`src/core/wdt_pkg.sv`:
```
// wake-up detect timer package: register indices, fields, reset values, timing
// assumes the register index is the printed offset; byte address is four times it
package wdt_pkg;

  // ----------------------------------------
  // register indices and bus geometry
  // ----------------------------------------
  localparam int          ADDR_W           = 12;
  localparam logic [9:0]  IDX_WAKEUP_CTRL  = 10'h031;
  localparam logic [9:0]  IDX_AMP_CONFIG   = 10'h032;
  localparam logic [9:0]  IDX_AMP_REF      = 10'h033;
  localparam logic [9:0]  IDX_AMP_AVERAGE  = 10'h034;
  localparam logic [9:0]  IDX_AMP_RESULT   = 10'h035;
  localparam logic [9:0]  IDX_PHASE_CONFIG = 10'h036;
  localparam logic [9:0]  IDX_PHASE_REF    = 10'h037;
  localparam logic [9:0]  IDX_PHASE_AVERAGE = 10'h038;
  localparam logic [9:0]  IDX_PHASE_RESULT = 10'h039;
  localparam logic [9:0]  IDX_COMMAND      = 10'h040;
  localparam logic [1:0]  RESP_OKAY        = 2'h0;
  localparam logic [1:0]  RESP_SLVERR      = 2'h2;

  // ----------------------------------------
  // field positions
  // ----------------------------------------
  localparam int RANGE_BIT      = 7;
  localparam int TIMEOUT_MSB    = 6;
  localparam int TIMEOUT_LSB    = 4;
  localparam int PERIODIC_BIT   = 3;
  localparam int AMP_CHECK_BIT  = 2;
  localparam int PHASE_CHECK_BIT = 1;
  localparam int CAP_CHECK_BIT  = 0;
  localparam int DELTA_MSB      = 7;
  localparam int DELTA_LSB      = 4;
  localparam int INCLUDE_BIT    = 3;
  localparam int WEIGHT_MSB     = 2;
  localparam int WEIGHT_LSB     = 1;
  localparam int REF_AVG_BIT    = 0;
  localparam int CMD_ENABLE_BIT = 0;
  localparam int CMD_DEFAULT_BIT = 1;

  // ----------------------------------------
  // reset values and timing
  // ----------------------------------------
  localparam logic [7:0] RESET_BYTE       = 8'h00;
  localparam int         CLK_HZ           = 40_000_000;
  localparam int         STEP_LONG_MS     = 100;
  localparam int         STEP_SHORT_MS    = 10;
  localparam int         STEP_LONG_CYCLES = CLK_HZ / 1000 * STEP_LONG_MS;
  localparam int         STEP_SHORT_CYCLES = CLK_HZ / 1000 * STEP_SHORT_MS;
  localparam int         STEP_CNT_W       = 23;

endpackage

```
`src/core/wdt_wakeup_detect_timer.sv`:
```
// wake-up detect timer: periodic timer, measurement triggers, threshold
// compare with fixed or auto-averaged reference, AXI4-Lite register slave
// assumes measurement circuits share clk_in and answer with a one-cycle valid
//
// Functional notes
// - range bit picks base step: 0 gives 100 ms, 1 gives 10 ms
// - period is (timeout field plus one) times base step
// - periodic bit raises an interrupt at every timer expiry
// - amplitude check: measure at expiry, interrupt when difference exceeds threshold
// - phase check: measure at expiry, interrupt when difference exceeds threshold
// - capacitance check: measure at expiry, interrupt when it exceeds its threshold
// - control, configuration and reference registers clear at reset and set-default
// - amplitude configuration upper nibble is the amplitude threshold
// - amplitude include bit folds interrupting measurements into the average
// - weight codes 0 to 3 give averaging weights 4, 8, 16, 32
// - amplitude reference select: 0 written reference, 1 auto-average
// - eight-bit read-write amplitude reference register
// - read-only amplitude auto-average register
// - read-only latest amplitude result register
// - amplitude average and result read zero after reset and set-default
// - phase configuration upper nibble is the phase threshold
// - phase include bit folds interrupting measurements into the average
// - phase reference select: 0 written reference, 1 auto-average
// - eight-bit read-write phase reference register, reset to zero
// - read-only phase auto-average register, zero after reset and set-default
//
// The implementer's own choice: the AXI4-Lite register port.
`timescale 1ns/10ps
`default_nettype none

module wdt_wakeup_detect_timer #(
  parameter int STEP_LONG  = wdt_pkg::STEP_LONG_CYCLES,
  parameter int STEP_SHORT = wdt_pkg::STEP_SHORT_CYCLES
) (
  input  wire logic                       clk_in,
  input  wire logic                       rst_n_in,
  input  wire logic [wdt_pkg::ADDR_W-1:0] s_axi_awaddr_in,
  input  wire logic                       s_axi_awvalid_in,
  output logic                            s_axi_awready_out,
  input  wire logic [31:0]                s_axi_wdata_in,
  input  wire logic [3:0]                 s_axi_wstrb_in,
  input  wire logic                       s_axi_wvalid_in,
  output logic                            s_axi_wready_out,
  output logic [1:0]                      s_axi_bresp_out,
  output logic                            s_axi_bvalid_out,
  input  wire logic                       s_axi_bready_in,
  input  wire logic [wdt_pkg::ADDR_W-1:0] s_axi_araddr_in,
  input  wire logic                       s_axi_arvalid_in,
  output logic                            s_axi_arready_out,
  output logic [31:0]                     s_axi_rdata_out,
  output logic [1:0]                      s_axi_rresp_out,
  output logic                            s_axi_rvalid_out,
  input  wire logic                       s_axi_rready_in,
  output logic                            amp_measure_req_out,
  input  wire logic                       amp_result_valid_in,
  input  wire logic [7:0]                 amp_result_in,
  output logic                            phase_measure_req_out,
  input  wire logic                       phase_result_valid_in,
  input  wire logic [7:0]                 phase_result_in,
  output logic                            cap_measure_req_out,
  input  wire logic                       cap_result_valid_in,
  input  wire logic                       cap_over_threshold_in,
  output logic                            timer_irq_out,
  output logic                            amp_irq_out,
  output logic                            phase_irq_out,
  output logic                            cap_irq_out
);
  import wdt_pkg::*;

  // ----------------------------------------
  // functions
  // ----------------------------------------
  function automatic logic [7:0] abs_diff(input logic [7:0] a, input logic [7:0] b);
    abs_diff = (a > b) ? 8'(a - b) : 8'(b - a);
  endfunction

  // arithmetic shift keeps the sign so the average can fall as well as rise
  function automatic logic [7:0] avg_step(input logic [7:0] avg, input logic [7:0] val,
                                          input logic [1:0] code);
    logic signed [9:0] delta;
    logic signed [9:0] moved;
    delta = $signed({2'h0, val}) - $signed({2'h0, avg});
    moved = $signed({2'h0, avg}) + (delta >>> (3'(code) + 3'h2));
    avg_step = moved[7:0];
  endfunction

  function automatic logic [9:0] reg_index(input logic [ADDR_W-1:0] addr);
    reg_index = addr[ADDR_W-1:2];
  endfunction

  // ----------------------------------------
  // registers
  // ----------------------------------------
  logic [7:0]           wakeup_ctrl_reg;
  logic [7:0]           amp_config_reg;
  logic [7:0]           amp_reference_value_reg;
  logic [7:0]           amp_average_reg;
  logic [7:0]           amplitude_result_value_reg;
  logic [7:0]           phase_config_reg;
  logic [7:0]           phase_reference_value_reg;
  logic [7:0]           phase_average_value_reg;
  logic [7:0]           phase_result_reg;
  logic                 timer_enable_reg;
  logic                 set_default;
  logic                 aw_held_reg;
  logic                 w_held_reg;
  logic [ADDR_W-1:0]    aw_addr_reg;
  logic [7:0]           w_data_reg;
  logic                 w_lane0_reg;
  logic                 do_write;
  logic [9:0]           wr_index;
  logic                 wr_ok;
  logic [7:0]           rd_byte;
  logic                 rd_ok;
  logic [STEP_CNT_W-1:0] step_cnt_reg;
  logic [2:0]           steps_done_reg;
  logic                 step_end;
  logic                 expire;
  logic [STEP_CNT_W-1:0] step_last;
  logic [7:0]           amp_ref_sel;
  logic [7:0]           phase_ref_sel;
  logic                 amp_over;
  logic                 phase_over;

  // ----------------------------------------
  // register write path
  // ----------------------------------------
  assign s_axi_awready_out = !aw_held_reg && !s_axi_bvalid_out;
  assign s_axi_wready_out  = !w_held_reg && !s_axi_bvalid_out;
  assign do_write          = aw_held_reg && w_held_reg && !s_axi_bvalid_out;
  assign wr_index          = reg_index(aw_addr_reg);

  always_comb begin
    case (wr_index)
      IDX_WAKEUP_CTRL, IDX_AMP_CONFIG, IDX_AMP_REF,
      IDX_PHASE_CONFIG, IDX_PHASE_REF, IDX_COMMAND: wr_ok = 1'b1;
      default: wr_ok = 1'b0;
    endcase
  end

  // set-default is a write-one command, acted on in the cycle of the write
  assign set_default = do_write && wr_ok && w_lane0_reg && (wr_index == IDX_COMMAND)
                       && w_data_reg[CMD_DEFAULT_BIT];

  always_ff @(posedge clk_in or negedge rst_n_in) begin
    if (!rst_n_in) begin
      aw_held_reg <= 1'b0;
      aw_addr_reg <= '0;
    end else if (s_axi_awvalid_in && s_axi_awready_out) begin
      aw_held_reg <= 1'b1;
      aw_addr_reg <= s_axi_awaddr_in;
    end else if (do_write) begin
      aw_held_reg <= 1'b0;
    end
  end

  always_ff @(posedge clk_in or negedge rst_n_in) begin
    if (!rst_n_in) begin
      w_held_reg  <= 1'b0;
      w_data_reg  <= RESET_BYTE;
      w_lane0_reg <= 1'b0;
    end else if (s_axi_wvalid_in && s_axi_wready_out) begin
      w_held_reg  <= 1'b1;
      w_data_reg  <= s_axi_wdata_in[7:0];
      w_lane0_reg <= s_axi_wstrb_in[0];
    end else if (do_write) begin
      w_held_reg <= 1'b0;
    end
  end

  always_ff @(posedge clk_in or negedge rst_n_in) begin
    if (!rst_n_in) begin
      s_axi_bvalid_out <= 1'b0;
      s_axi_bresp_out  <= RESP_OKAY;
    end else if (do_write) begin
      s_axi_bvalid_out <= 1'b1;
      s_axi_bresp_out  <= wr_ok ? RESP_OKAY : RESP_SLVERR;
    end else if (s_axi_bready_in) begin
      s_axi_bvalid_out <= 1'b0;
    end
  end

  // software-written registers; set-default clears them all
  always_ff @(posedge clk_in or negedge rst_n_in) begin
    if (!rst_n_in) begin
      wakeup_ctrl_reg           <= RESET_BYTE;
      amp_config_reg            <= RESET_BYTE;
      amp_reference_value_reg   <= RESET_BYTE;
      phase_config_reg          <= RESET_BYTE;
      phase_reference_value_reg <= RESET_BYTE;
      timer_enable_reg          <= 1'b0;
    end else if (set_default) begin
      wakeup_ctrl_reg           <= RESET_BYTE;
      amp_config_reg            <= RESET_BYTE;
      amp_reference_value_reg   <= RESET_BYTE;
      phase_config_reg          <= RESET_BYTE;
      phase_reference_value_reg <= RESET_BYTE;
      timer_enable_reg          <= 1'b0;
    end else if (do_write && w_lane0_reg) begin
      case (wr_index)
        IDX_WAKEUP_CTRL:  wakeup_ctrl_reg <= w_data_reg;
        IDX_AMP_CONFIG:   amp_config_reg <= w_data_reg;
        IDX_AMP_REF:      amp_reference_value_reg <= w_data_reg;
        IDX_PHASE_CONFIG: phase_config_reg <= w_data_reg;
        IDX_PHASE_REF:    phase_reference_value_reg <= w_data_reg;
        IDX_COMMAND:      timer_enable_reg <= w_data_reg[CMD_ENABLE_BIT];
        default:          timer_enable_reg <= timer_enable_reg;
      endcase
    end
  end

  // ----------------------------------------
  // register read path
  // ----------------------------------------
  // one read at a time: the address is decoded straight off the bus
  assign s_axi_arready_out = !s_axi_rvalid_out;

  always_comb begin
    rd_ok = 1'b1;
    case (reg_index(s_axi_araddr_in))
      IDX_WAKEUP_CTRL:   rd_byte = wakeup_ctrl_reg;
      IDX_AMP_CONFIG:    rd_byte = amp_config_reg;
      IDX_AMP_REF:       rd_byte = amp_reference_value_reg;
      IDX_AMP_AVERAGE:   rd_byte = amp_average_reg;
      IDX_AMP_RESULT:    rd_byte = amplitude_result_value_reg;
      IDX_PHASE_CONFIG:  rd_byte = phase_config_reg;
      IDX_PHASE_REF:     rd_byte = phase_reference_value_reg;
      IDX_PHASE_AVERAGE: rd_byte = phase_average_value_reg;
      IDX_PHASE_RESULT:  rd_byte = phase_result_reg;
      IDX_COMMAND:       rd_byte = {7'h00, timer_enable_reg};
      default: begin
        rd_byte = RESET_BYTE;
        rd_ok   = 1'b0;
      end
    endcase
  end

  always_ff @(posedge clk_in or negedge rst_n_in) begin
    if (!rst_n_in) begin
      s_axi_rvalid_out <= 1'b0;
      s_axi_rdata_out  <= 32'h0000_0000;
      s_axi_rresp_out  <= RESP_OKAY;
    end else if (s_axi_arvalid_in && s_axi_arready_out) begin
      s_axi_rvalid_out <= 1'b1;
      s_axi_rdata_out  <= {24'h00_0000, rd_byte};
      s_axi_rresp_out  <= rd_ok ? RESP_OKAY : RESP_SLVERR;
    end else if (s_axi_rready_in) begin
      s_axi_rvalid_out <= 1'b0;
    end
  end

  // ----------------------------------------
  // wake-up timer
  // ----------------------------------------
  assign step_last = wakeup_ctrl_reg[RANGE_BIT] ? STEP_CNT_W'(STEP_SHORT - 1)
                                                : STEP_CNT_W'(STEP_LONG - 1);
  assign step_end  = timer_enable_reg && (step_cnt_reg >= step_last);
  assign expire    = step_end
                     && (steps_done_reg >= wakeup_ctrl_reg[TIMEOUT_MSB:TIMEOUT_LSB]);

  // a config change mid-period takes effect at once; the >= compares avoid a wrap
  always_ff @(posedge clk_in or negedge rst_n_in) begin
    if (!rst_n_in) begin
      step_cnt_reg   <= '0;
      steps_done_reg <= 3'h0;
    end else if (!timer_enable_reg || set_default) begin
      step_cnt_reg   <= '0;
      steps_done_reg <= 3'h0;
    end else if (step_end) begin
      step_cnt_reg   <= '0;
      steps_done_reg <= expire ? 3'h0 : 3'(steps_done_reg + 3'h1);
    end else begin
      step_cnt_reg <= STEP_CNT_W'(step_cnt_reg + 1'b1);
    end
  end

  always_ff @(posedge clk_in or negedge rst_n_in) begin
    if (!rst_n_in) begin
      timer_irq_out         <= 1'b0;
      amp_measure_req_out   <= 1'b0;
      phase_measure_req_out <= 1'b0;
      cap_measure_req_out   <= 1'b0;
    end else begin
      timer_irq_out         <= expire && wakeup_ctrl_reg[PERIODIC_BIT];
      amp_measure_req_out   <= expire && wakeup_ctrl_reg[AMP_CHECK_BIT];
      phase_measure_req_out <= expire && wakeup_ctrl_reg[PHASE_CHECK_BIT];
      cap_measure_req_out   <= expire && wakeup_ctrl_reg[CAP_CHECK_BIT];
    end
  end

  // ----------------------------------------
  // amplitude channel
  // ----------------------------------------
  assign amp_ref_sel = amp_config_reg[REF_AVG_BIT] ? amp_average_reg
                                                   : amp_reference_value_reg;
  assign amp_over    = abs_diff(amp_result_in, amp_ref_sel)
                       > {4'h0, amp_config_reg[DELTA_MSB:DELTA_LSB]};

  always_ff @(posedge clk_in or negedge rst_n_in) begin
    if (!rst_n_in) begin
      amplitude_result_value_reg <= RESET_BYTE;
      amp_average_reg            <= RESET_BYTE;
    end else if (set_default) begin
      amplitude_result_value_reg <= RESET_BYTE;
      amp_average_reg            <= RESET_BYTE;
    end else if (amp_result_valid_in) begin
      amplitude_result_value_reg <= amp_result_in;
      if (!amp_over || amp_config_reg[INCLUDE_BIT]) begin
        amp_average_reg <= avg_step(amp_average_reg, amp_result_in,
                                    amp_config_reg[WEIGHT_MSB:WEIGHT_LSB]);
      end
    end
  end

  // ----------------------------------------
  // phase channel
  // ----------------------------------------
  assign phase_ref_sel = phase_config_reg[REF_AVG_BIT] ? phase_average_value_reg
                                                       : phase_reference_value_reg;
  assign phase_over    = abs_diff(phase_result_in, phase_ref_sel)
                         > {4'h0, phase_config_reg[DELTA_MSB:DELTA_LSB]};

  always_ff @(posedge clk_in or negedge rst_n_in) begin
    if (!rst_n_in) begin
      phase_result_reg        <= RESET_BYTE;
      phase_average_value_reg <= RESET_BYTE;
    end else if (set_default) begin
      phase_result_reg        <= RESET_BYTE;
      phase_average_value_reg <= RESET_BYTE;
    end else if (phase_result_valid_in) begin
      phase_result_reg <= phase_result_in;
      if (!phase_over || phase_config_reg[INCLUDE_BIT]) begin
        phase_average_value_reg <= avg_step(phase_average_value_reg, phase_result_in,
                                            phase_config_reg[WEIGHT_MSB:WEIGHT_LSB]);
      end
    end
  end

  // ----------------------------------------
  // measurement interrupts
  // ----------------------------------------
  // capacitance compare lives in the sensor; only its verdict arrives here
  always_ff @(posedge clk_in or negedge rst_n_in) begin
    if (!rst_n_in) begin
      amp_irq_out   <= 1'b0;
      phase_irq_out <= 1'b0;
      cap_irq_out   <= 1'b0;
    end else begin
      amp_irq_out   <= amp_result_valid_in && amp_over && !set_default;
      phase_irq_out <= phase_result_valid_in && phase_over && !set_default;
      cap_irq_out   <= cap_result_valid_in && cap_over_threshold_in
                       && wakeup_ctrl_reg[CAP_CHECK_BIT];
    end
  end

endmodule

`default_nettype wire

```
`config.mk`:
```
export PLATFORM = sky130hd
export DESIGN_NAME = wdt_wakeup_detect_timer
export DESIGN_NICKNAME = d
export VERILOG_FILES = /design/src/core/wdt_pkg.sv /design/src/core/wdt_wakeup_detect_timer.sv
export SDC_FILE = /design/constraint.sdc
export NUM_CORES = 1
export LEC_CHECK = 0
export BUFFER_PORTS_ARGS = -buffer_cell sky130_fd_sc_hd__buf_2
export CORE_ASPECT_RATIO = 0.5
export CORE_MARGIN = 1.5
export CORE_UTILIZATION = 60
export DETAILED_ROUTE_END_ITERATION = 10
export PLACE_DENSITY_LB_ADDON = 0.12
export SLEW_MARGIN = 30
export SYNTH_ARGS = -nofsm -noshare
export SYNTH_HDL_FRONTEND = slang
export SYNTH_SLANG_ARGS = --single-unit
```
`constraint.sdc`:
```
create_clock -name clk_in -period 13.16 [get_ports clk_in]
set_input_delay 0.658 -clock clk_in [delete_from_list [all_inputs] [get_ports clk_in]]
set_output_delay 0.658 -clock clk_in [all_outputs]
set_load 0.02 [all_outputs]
```
==> results of run 1 <==
synth_stat cells, drive strengths merged (18+ instances only):
cell    count  area share [%]
mux2i      43             4.4
mux2       36             4.1
xnor2      24             2.1
o21ai      79             4.2
nor2       84             3.2
a21oi      59             3.0
nand3      46             2.4
xor2       22             2.0
buf        33             2.4
dfrtp     139              36
inv        77             3.0
clkbuf     33             1.3
nand2      74             2.8
nand4      18             1.2
ha         79              10
layer usage:
layer  part of all wire [%]  global-route usage (%)
met1                     44                    41.8
met2                     45                    49.2
met3                    8.9                    6.31
met4                    1.4                    6.83
met5                      0                       0
through the flow:
stage          instances  worst slack [ns]  utilization [%]  hold slack, ns
2_1_floorplan       1095              8.76                -           0.362
3_3_place_gp        1332              8.18             65.3           0.463
3_5_place_dp        1332              8.11             65.3           0.488
4_1_cts             1363              8.07             69.3           0.239
5_1_grt             1364              7.71             69.5           0.259
6_report            1364              8.01             69.5           0.196
cells by family after synthesis:
kind of cell             count (synthesis)
buffers and inverters                  143
AND/OR/NAND/NOR                        309
AO/OA/AOI/OAI                          268
adder cells (fa/ha/maj)                 85
multiplexers                            79
flip-flops                             139
other                                    1
XOR/XNOR                                46
final timing paths:
path	endpoint	slack, ns	cells after the start
worst min-delay path	step_cnt_reg[2]$_DFF_PN0_	0.20	1
worst max register to register	phase_average_value_reg[1]$_DFFE_PN0P_	8.01	16
worst max-delay path	phase_average_value_reg[1]$_DFFE_PN0P_	8.01	16
max in group asynchronous	phase_average_value_reg[7]$_DFFE_PN0P_	11.85	2
min in group clk_in	s_axi_bvalid_out$_DFFE_PN0P_	0.42	2
worst min register to register	step_cnt_reg[0]$_DFF_PN0_	0.48	1
layout make-up:
| type | instances | area [um2] |
|---|---|---|
| repair buffers | 83 | 447 |
| fillers | 1218 | 4770 |
| multi-input cells | 813 | 5770 |
| inverters | 77 | 289 |
| clock inverters | 14 | 195 |
| clock buffers | 17 | 425 |
| flip-flops and latches | 139 | 3480 |
| well taps | 221 | 277 |
critical path, delay by kind of cell (launching register included):
kind,cells,cell delay [ns]
compound gates,10,2.67
fa+ha+maj,2,0.70
buf+inv,1,0.09
flops,1,0.66
mux,2,0.78
simple gates,1,0.14
power by group through the flow:
stage	sequential [mW]	combinational [mW]	clock [mW]
after global routing	0.615	0.937	0.531
after CTS	0.602	0.828	0.512
after detailed placement	0.609	0.820	0
final	0.606	0.838	0.509
after floorplan	0.561	0.670	0
after global placement	0.605	0.794	0
==> run summary, run 1 <==
run status: complete, no violations
Post-Syn Area: 9780 um2
TritonCTS buffer count: 17
largest net degree at the start of global routing: 77
Synth Area in Simple Gates: 15.3%
Yosys Warn Count: 0
Max-cap violations: 0
setup_tns: 0 ns
Initial Util: 62.5%
Routability Congestion: 0.927
Final period util: 39.1%
mux share of post-synthesis cell area: 8.54%
cell area after layout: 10900 um2
# nets final: 1303
WS Path Type: flop to flop
first-iteration detailed-routing DRC count: 734
area delta synth->final: 11.2%
worst-path maximum fanout: 10
first-pass GRT wire length: 40200 um
cts hold-fix bufs: 0
commonest non-fill, non-tap cell in the layout: dfrtp_1
Avg Vias per Cell: 6.07
post-CTS sizing: 0
gr usage total: 30.2%
combinational power share: 42.9%
max reg flops: 23
initial antenna violation count: 0
most frequent cells in the layout: dfrtp_1, nor2_1, ha_1
Ports: 135
Cells after Synth: 1070
Rel. slew slack: 37.5%
maximum clock path buffer count: 2
Required @ worst endpoint: 13.47 ns
DR pass1 iterations: 6
grt ovf: 0
Worst setup EP type: flop
wire per inst: 18.2 um
Worst Path Arrival: 5.45 ns
CTS tree: done
overall die height: 93.3 um
final-report max-slew violation count: 0
total wire length: 24900 um
post-synthesis xor/xnor area fraction: 4.12%
Synth Area in Adders: 11.3%
RSZ-0062 raised after global routing: no
Synth Register Bits: 139
Hold Violations, Final: 0
Worst R2R Start: phase_config_reg[0]$_DFFE_PN0P_
vias: 8279
root buf cell: clkbuf_16
DR DRC count: 0
H-tree Lvls: 4
syn_area_per_cell: 9.14 um2
Power Dens Cells: 179 nW/um2
share of cells above drive strength 1: 14.6%
Die Area: 17100 um2
library cells used by synthesis: 71
Post-synth ARST share: 100%
Final min period: 5.15 ns
TritonCTS Sinks: 139
EDFF count, synth: 0
CP Launch Type: flop
ys flop type: dfrtp_1
Core Box Area: 15700 um2
critical-path cell list: mux2i_1, inv_1, ha_1, a211o_1, a21oi_1, a21o_1, mux2_2, ha_1, nor2b_1, o21a_1, o21a_1, o21ai_0, o21ai_0, o41ai_4, a21oi_1, a311oi_1
measured slew at the worst slew-check pin: 0.933 ns
dpl hpwl: 18600 um
Pwr Total: 1.95 mW
placed inst area: 10200 um2
post-route ant nets: 0
# setup viols final: 0
switch share: 39.0%
antenna cells: 0
CTS clk-pin slew, worst paths: 0.06 ns
VDD IR max: 0.000166 V
I/O Buffers: 77
final setup skew: 0.00758 ns
Crit. Startpoint: phase_config_reg[0]$_DFFE_PN0P_
Pint: 1.19 mW
Hold Path Class: input port to asynchronous set/reset pin
FMAX: 0.194 GHz
die width: 184 um
largest family of logic cells by synthesized area: compound AO/OA/AOI/OAI gates
sequential share of the synthesized area: 35.6%
clock share of power: 26.1%
Static Leak: 5.05 nW
Seq pwr share: 31.0%
CP max-delay cell: dfrtp_1
post-CTS setup buffer count: 0
compound-gate portion of the synthesized area: 18.5%
CP peak stage delay: 0.66 ns
Core Rows: 32
Sw Pwr: 0.760 mW
vias in the first global route: 7819
Clock Latency Late Sink: 0.42 ns
Power figures use the tool's default switching activity.
==> run 2, diff against run 1 <==
- CORE_UTILIZATION: 60 -> 59
- clock period: 13.16 -> 5 ns (I/O delays scaled with it)
==> run summary, run 2 (same netlist as run 1, synthesis figures left out) <==
run status: complete, no violations
Static Leak: 5.08 nW
post-route ant nets: 0
Hold Violations, Final: 0
Worst Path Arrival: 5.07 ns
CP peak stage delay: 0.55 ns
initial antenna violation count: 0
DR pass1 iterations: 7
dpl hpwl: 19000 um
commonest non-fill, non-tap cell in the layout: dfrtp_1
CTS clk-pin slew, worst paths: 0.06 ns
TritonCTS buffer count: 17
first-pass GRT wire length: 40100 um
WS Path Type: flop to flop
VDD IR max: 0.000351 V
Clock Latency Late Sink: 0.42 ns
Final min period: 4.74 ns
max reg flops: 23
storage element area: 3480 um2
Die Area: 17400 um2
Hold Path Stages: 2
first-iteration detailed-routing DRC count: 680
CTS tree: done
RSZ-0062 raised after global routing: no
die width: 185 um
total wire length: 25100 um
hold path endpoint: s_axi_rvalid_out$_DFFE_PN0P_
Core Rows: 33
Max-cap violations: 0
final setup skew: 0.0107 ns
setup_tns: 0 ns
largest net degree at the start of global routing: 89
CP Launch Type: flop
most frequent cells in the layout: dfrtp_1, nor2_1, ha_1
vias in the first global route: 7846
vias: 8280
# nets final: 1317
area delta synth->final: 11.7%
I/O Buffers: 77
Core Box Area: 16300 um2
Power Dens Cells: 469 nW/um2
gr usage total: 30.2%
final-report max-slew violation count: 0
# setup viols final: 0
Worst R2R Start: amp_config_reg[0]$_DFFE_PN0P_
worst-path maximum fanout: 10
Avg Vias per Cell: 5.98
grt met3 use: 7.02%
wire per inst: 18.1 um
WP buf/inv: 1
GR Util met2: 48.6%
reg2reg path depth: 16
FMAX: 0.211 GHz
M1 GR Usage: 41.0%
Initial Util: 60.0%
measured slew at the worst slew-check pin: 1.02 ns
grt ovf: 0
fillers: 1326
hold path startpoint: s_axi_rready_in
Final period util: 94.8%
worst reg-to-reg setup slack: 0.26 ns
Crit path depth: 16
Hold Path Class: input port to flop
worst r2r dst: amp_average_reg[7]$_DFFE_PN0P_
maximum clock path buffer count: 2
H-tree Lvls: 4
CP max-delay cell: dfrtp_2
Finished Core Util: 67.0%
Required @ worst endpoint: 5.33 ns
Ports: 135
Most Crowded Layer GR: met2
root buf cell: clkbuf_16
Multi-input gate area: 5760 um2
Routability Congestion: 0.914
Rel. slew slack: 31.7%
overall die height: 94.1 um
DR DRC count: 0
critical-path cell list: mux2i_1, inv_1, ha_1, a211oi_2, o21bai_2, o21ai_4, mux2_2, ha_1, nor2b_1, o21a_1, o21a_1, o21ai_0, o21ai_0, o41a_1, or4_1, a21oi_1
Crit path max-delay family: compound AO/OA/AOI/OAI gates
TritonCTS Sinks: 139
share of cells above drive strength 1: 15.3%
Worst setup EP type: flop
antenna cells: 0
run 2: cell type report:
class | instances | share of cell area [%]
clock buffers | 20 | 4.09
inverters | 77 | 2.65
multi-input cells | 813 | 52.7
clock inverters | 11 | 1.12
repair buffers | 97 | 4.98
flip-flops and latches | 139 | 31.9
well taps | 227 | 2.60
run 2: how the worst max path moves through the flow:
| stage | slack [ns] | end | from |
|---|---|---|---|
| 5_1_grt | 0.005 | amp_average_reg[7]$_DFFE_PN0P_ | amp_config_reg[0]$_DFFE_PN0P_ |
| 6_report | 0.26 | amp_average_reg[7]$_DFFE_PN0P_ | amp_config_reg[0]$_DFFE_PN0P_ |
| 3_3_place_gp | 0.34 | amp_average_reg[7]$_DFFE_PN0P_ | amp_config_reg[0]$_DFFE_PN0P_ |
| 4_1_cts | 0.17 | amp_average_reg[7]$_DFFE_PN0P_ | amp_config_reg[0]$_DFFE_PN0P_ |
| 3_5_place_dp | 0.19 | amp_average_reg[7]$_DFFE_PN0P_ | amp_config_reg[0]$_DFFE_PN0P_ |
| 2_1_floorplan | 0.60 | amp_average_reg[7]$_DFFE_PN0P_ | amp_config_reg[0]$_DFFE_PN0P_ |
run 2: timing repair:
action | CTS | global route
resized for setup | 0 | 3
hold endpoints to repair | 87 | 0
setup buffers | 0 | 1
setup endpoints to repair | 0 | 13
hold buffers | 1 | 0
run 2: per-stage QoR:
step                      instances  total power [mW]  worst slack (ns)  hold WS (ns)  cell area, um2
after floorplan                1095              3.24             0.601       -0.0456            9880
after global placement         1350              3.77             0.344         0.355           10300
after detailed placement       1350              3.86             0.194         0.367           10300
after CTS                      1382              5.10             0.167       0.00900           10900
after global routing           1384              5.47           0.00549       0.00534           10900
final                          1384              5.12             0.261        0.0145           10900
run 2: metal layers:
| layer | routed length (um) | part of all wire, % |
|---|---|---|
| met3 | 1760 | 7.0 |
| met2 | 11500 | 46 |
| met1 | 11500 | 46 |
| met4 | 384 | 1.5 |
| met5 | 0 | 0 |
run 2: worst register-to-register path: cells and delay by family, from the launching register on:
family | cells | cell delay [ns]
flops | 1 | 0.55
compound gates | 9 | 2.13
fa+ha+maj | 2 | 0.68
buf+inv | 1 | 0.07
simple gates | 2 | 0.56
mux | 2 | 0.69
run 2: power by group:
part	switching, mW	total (mW)	leakage [nW]	internal [mW]
sequential	0.227	1.54	1.82	1.32
clock	0.482	1.22	0.268	0.743
combinational	1.32	2.35	2.99	1.03
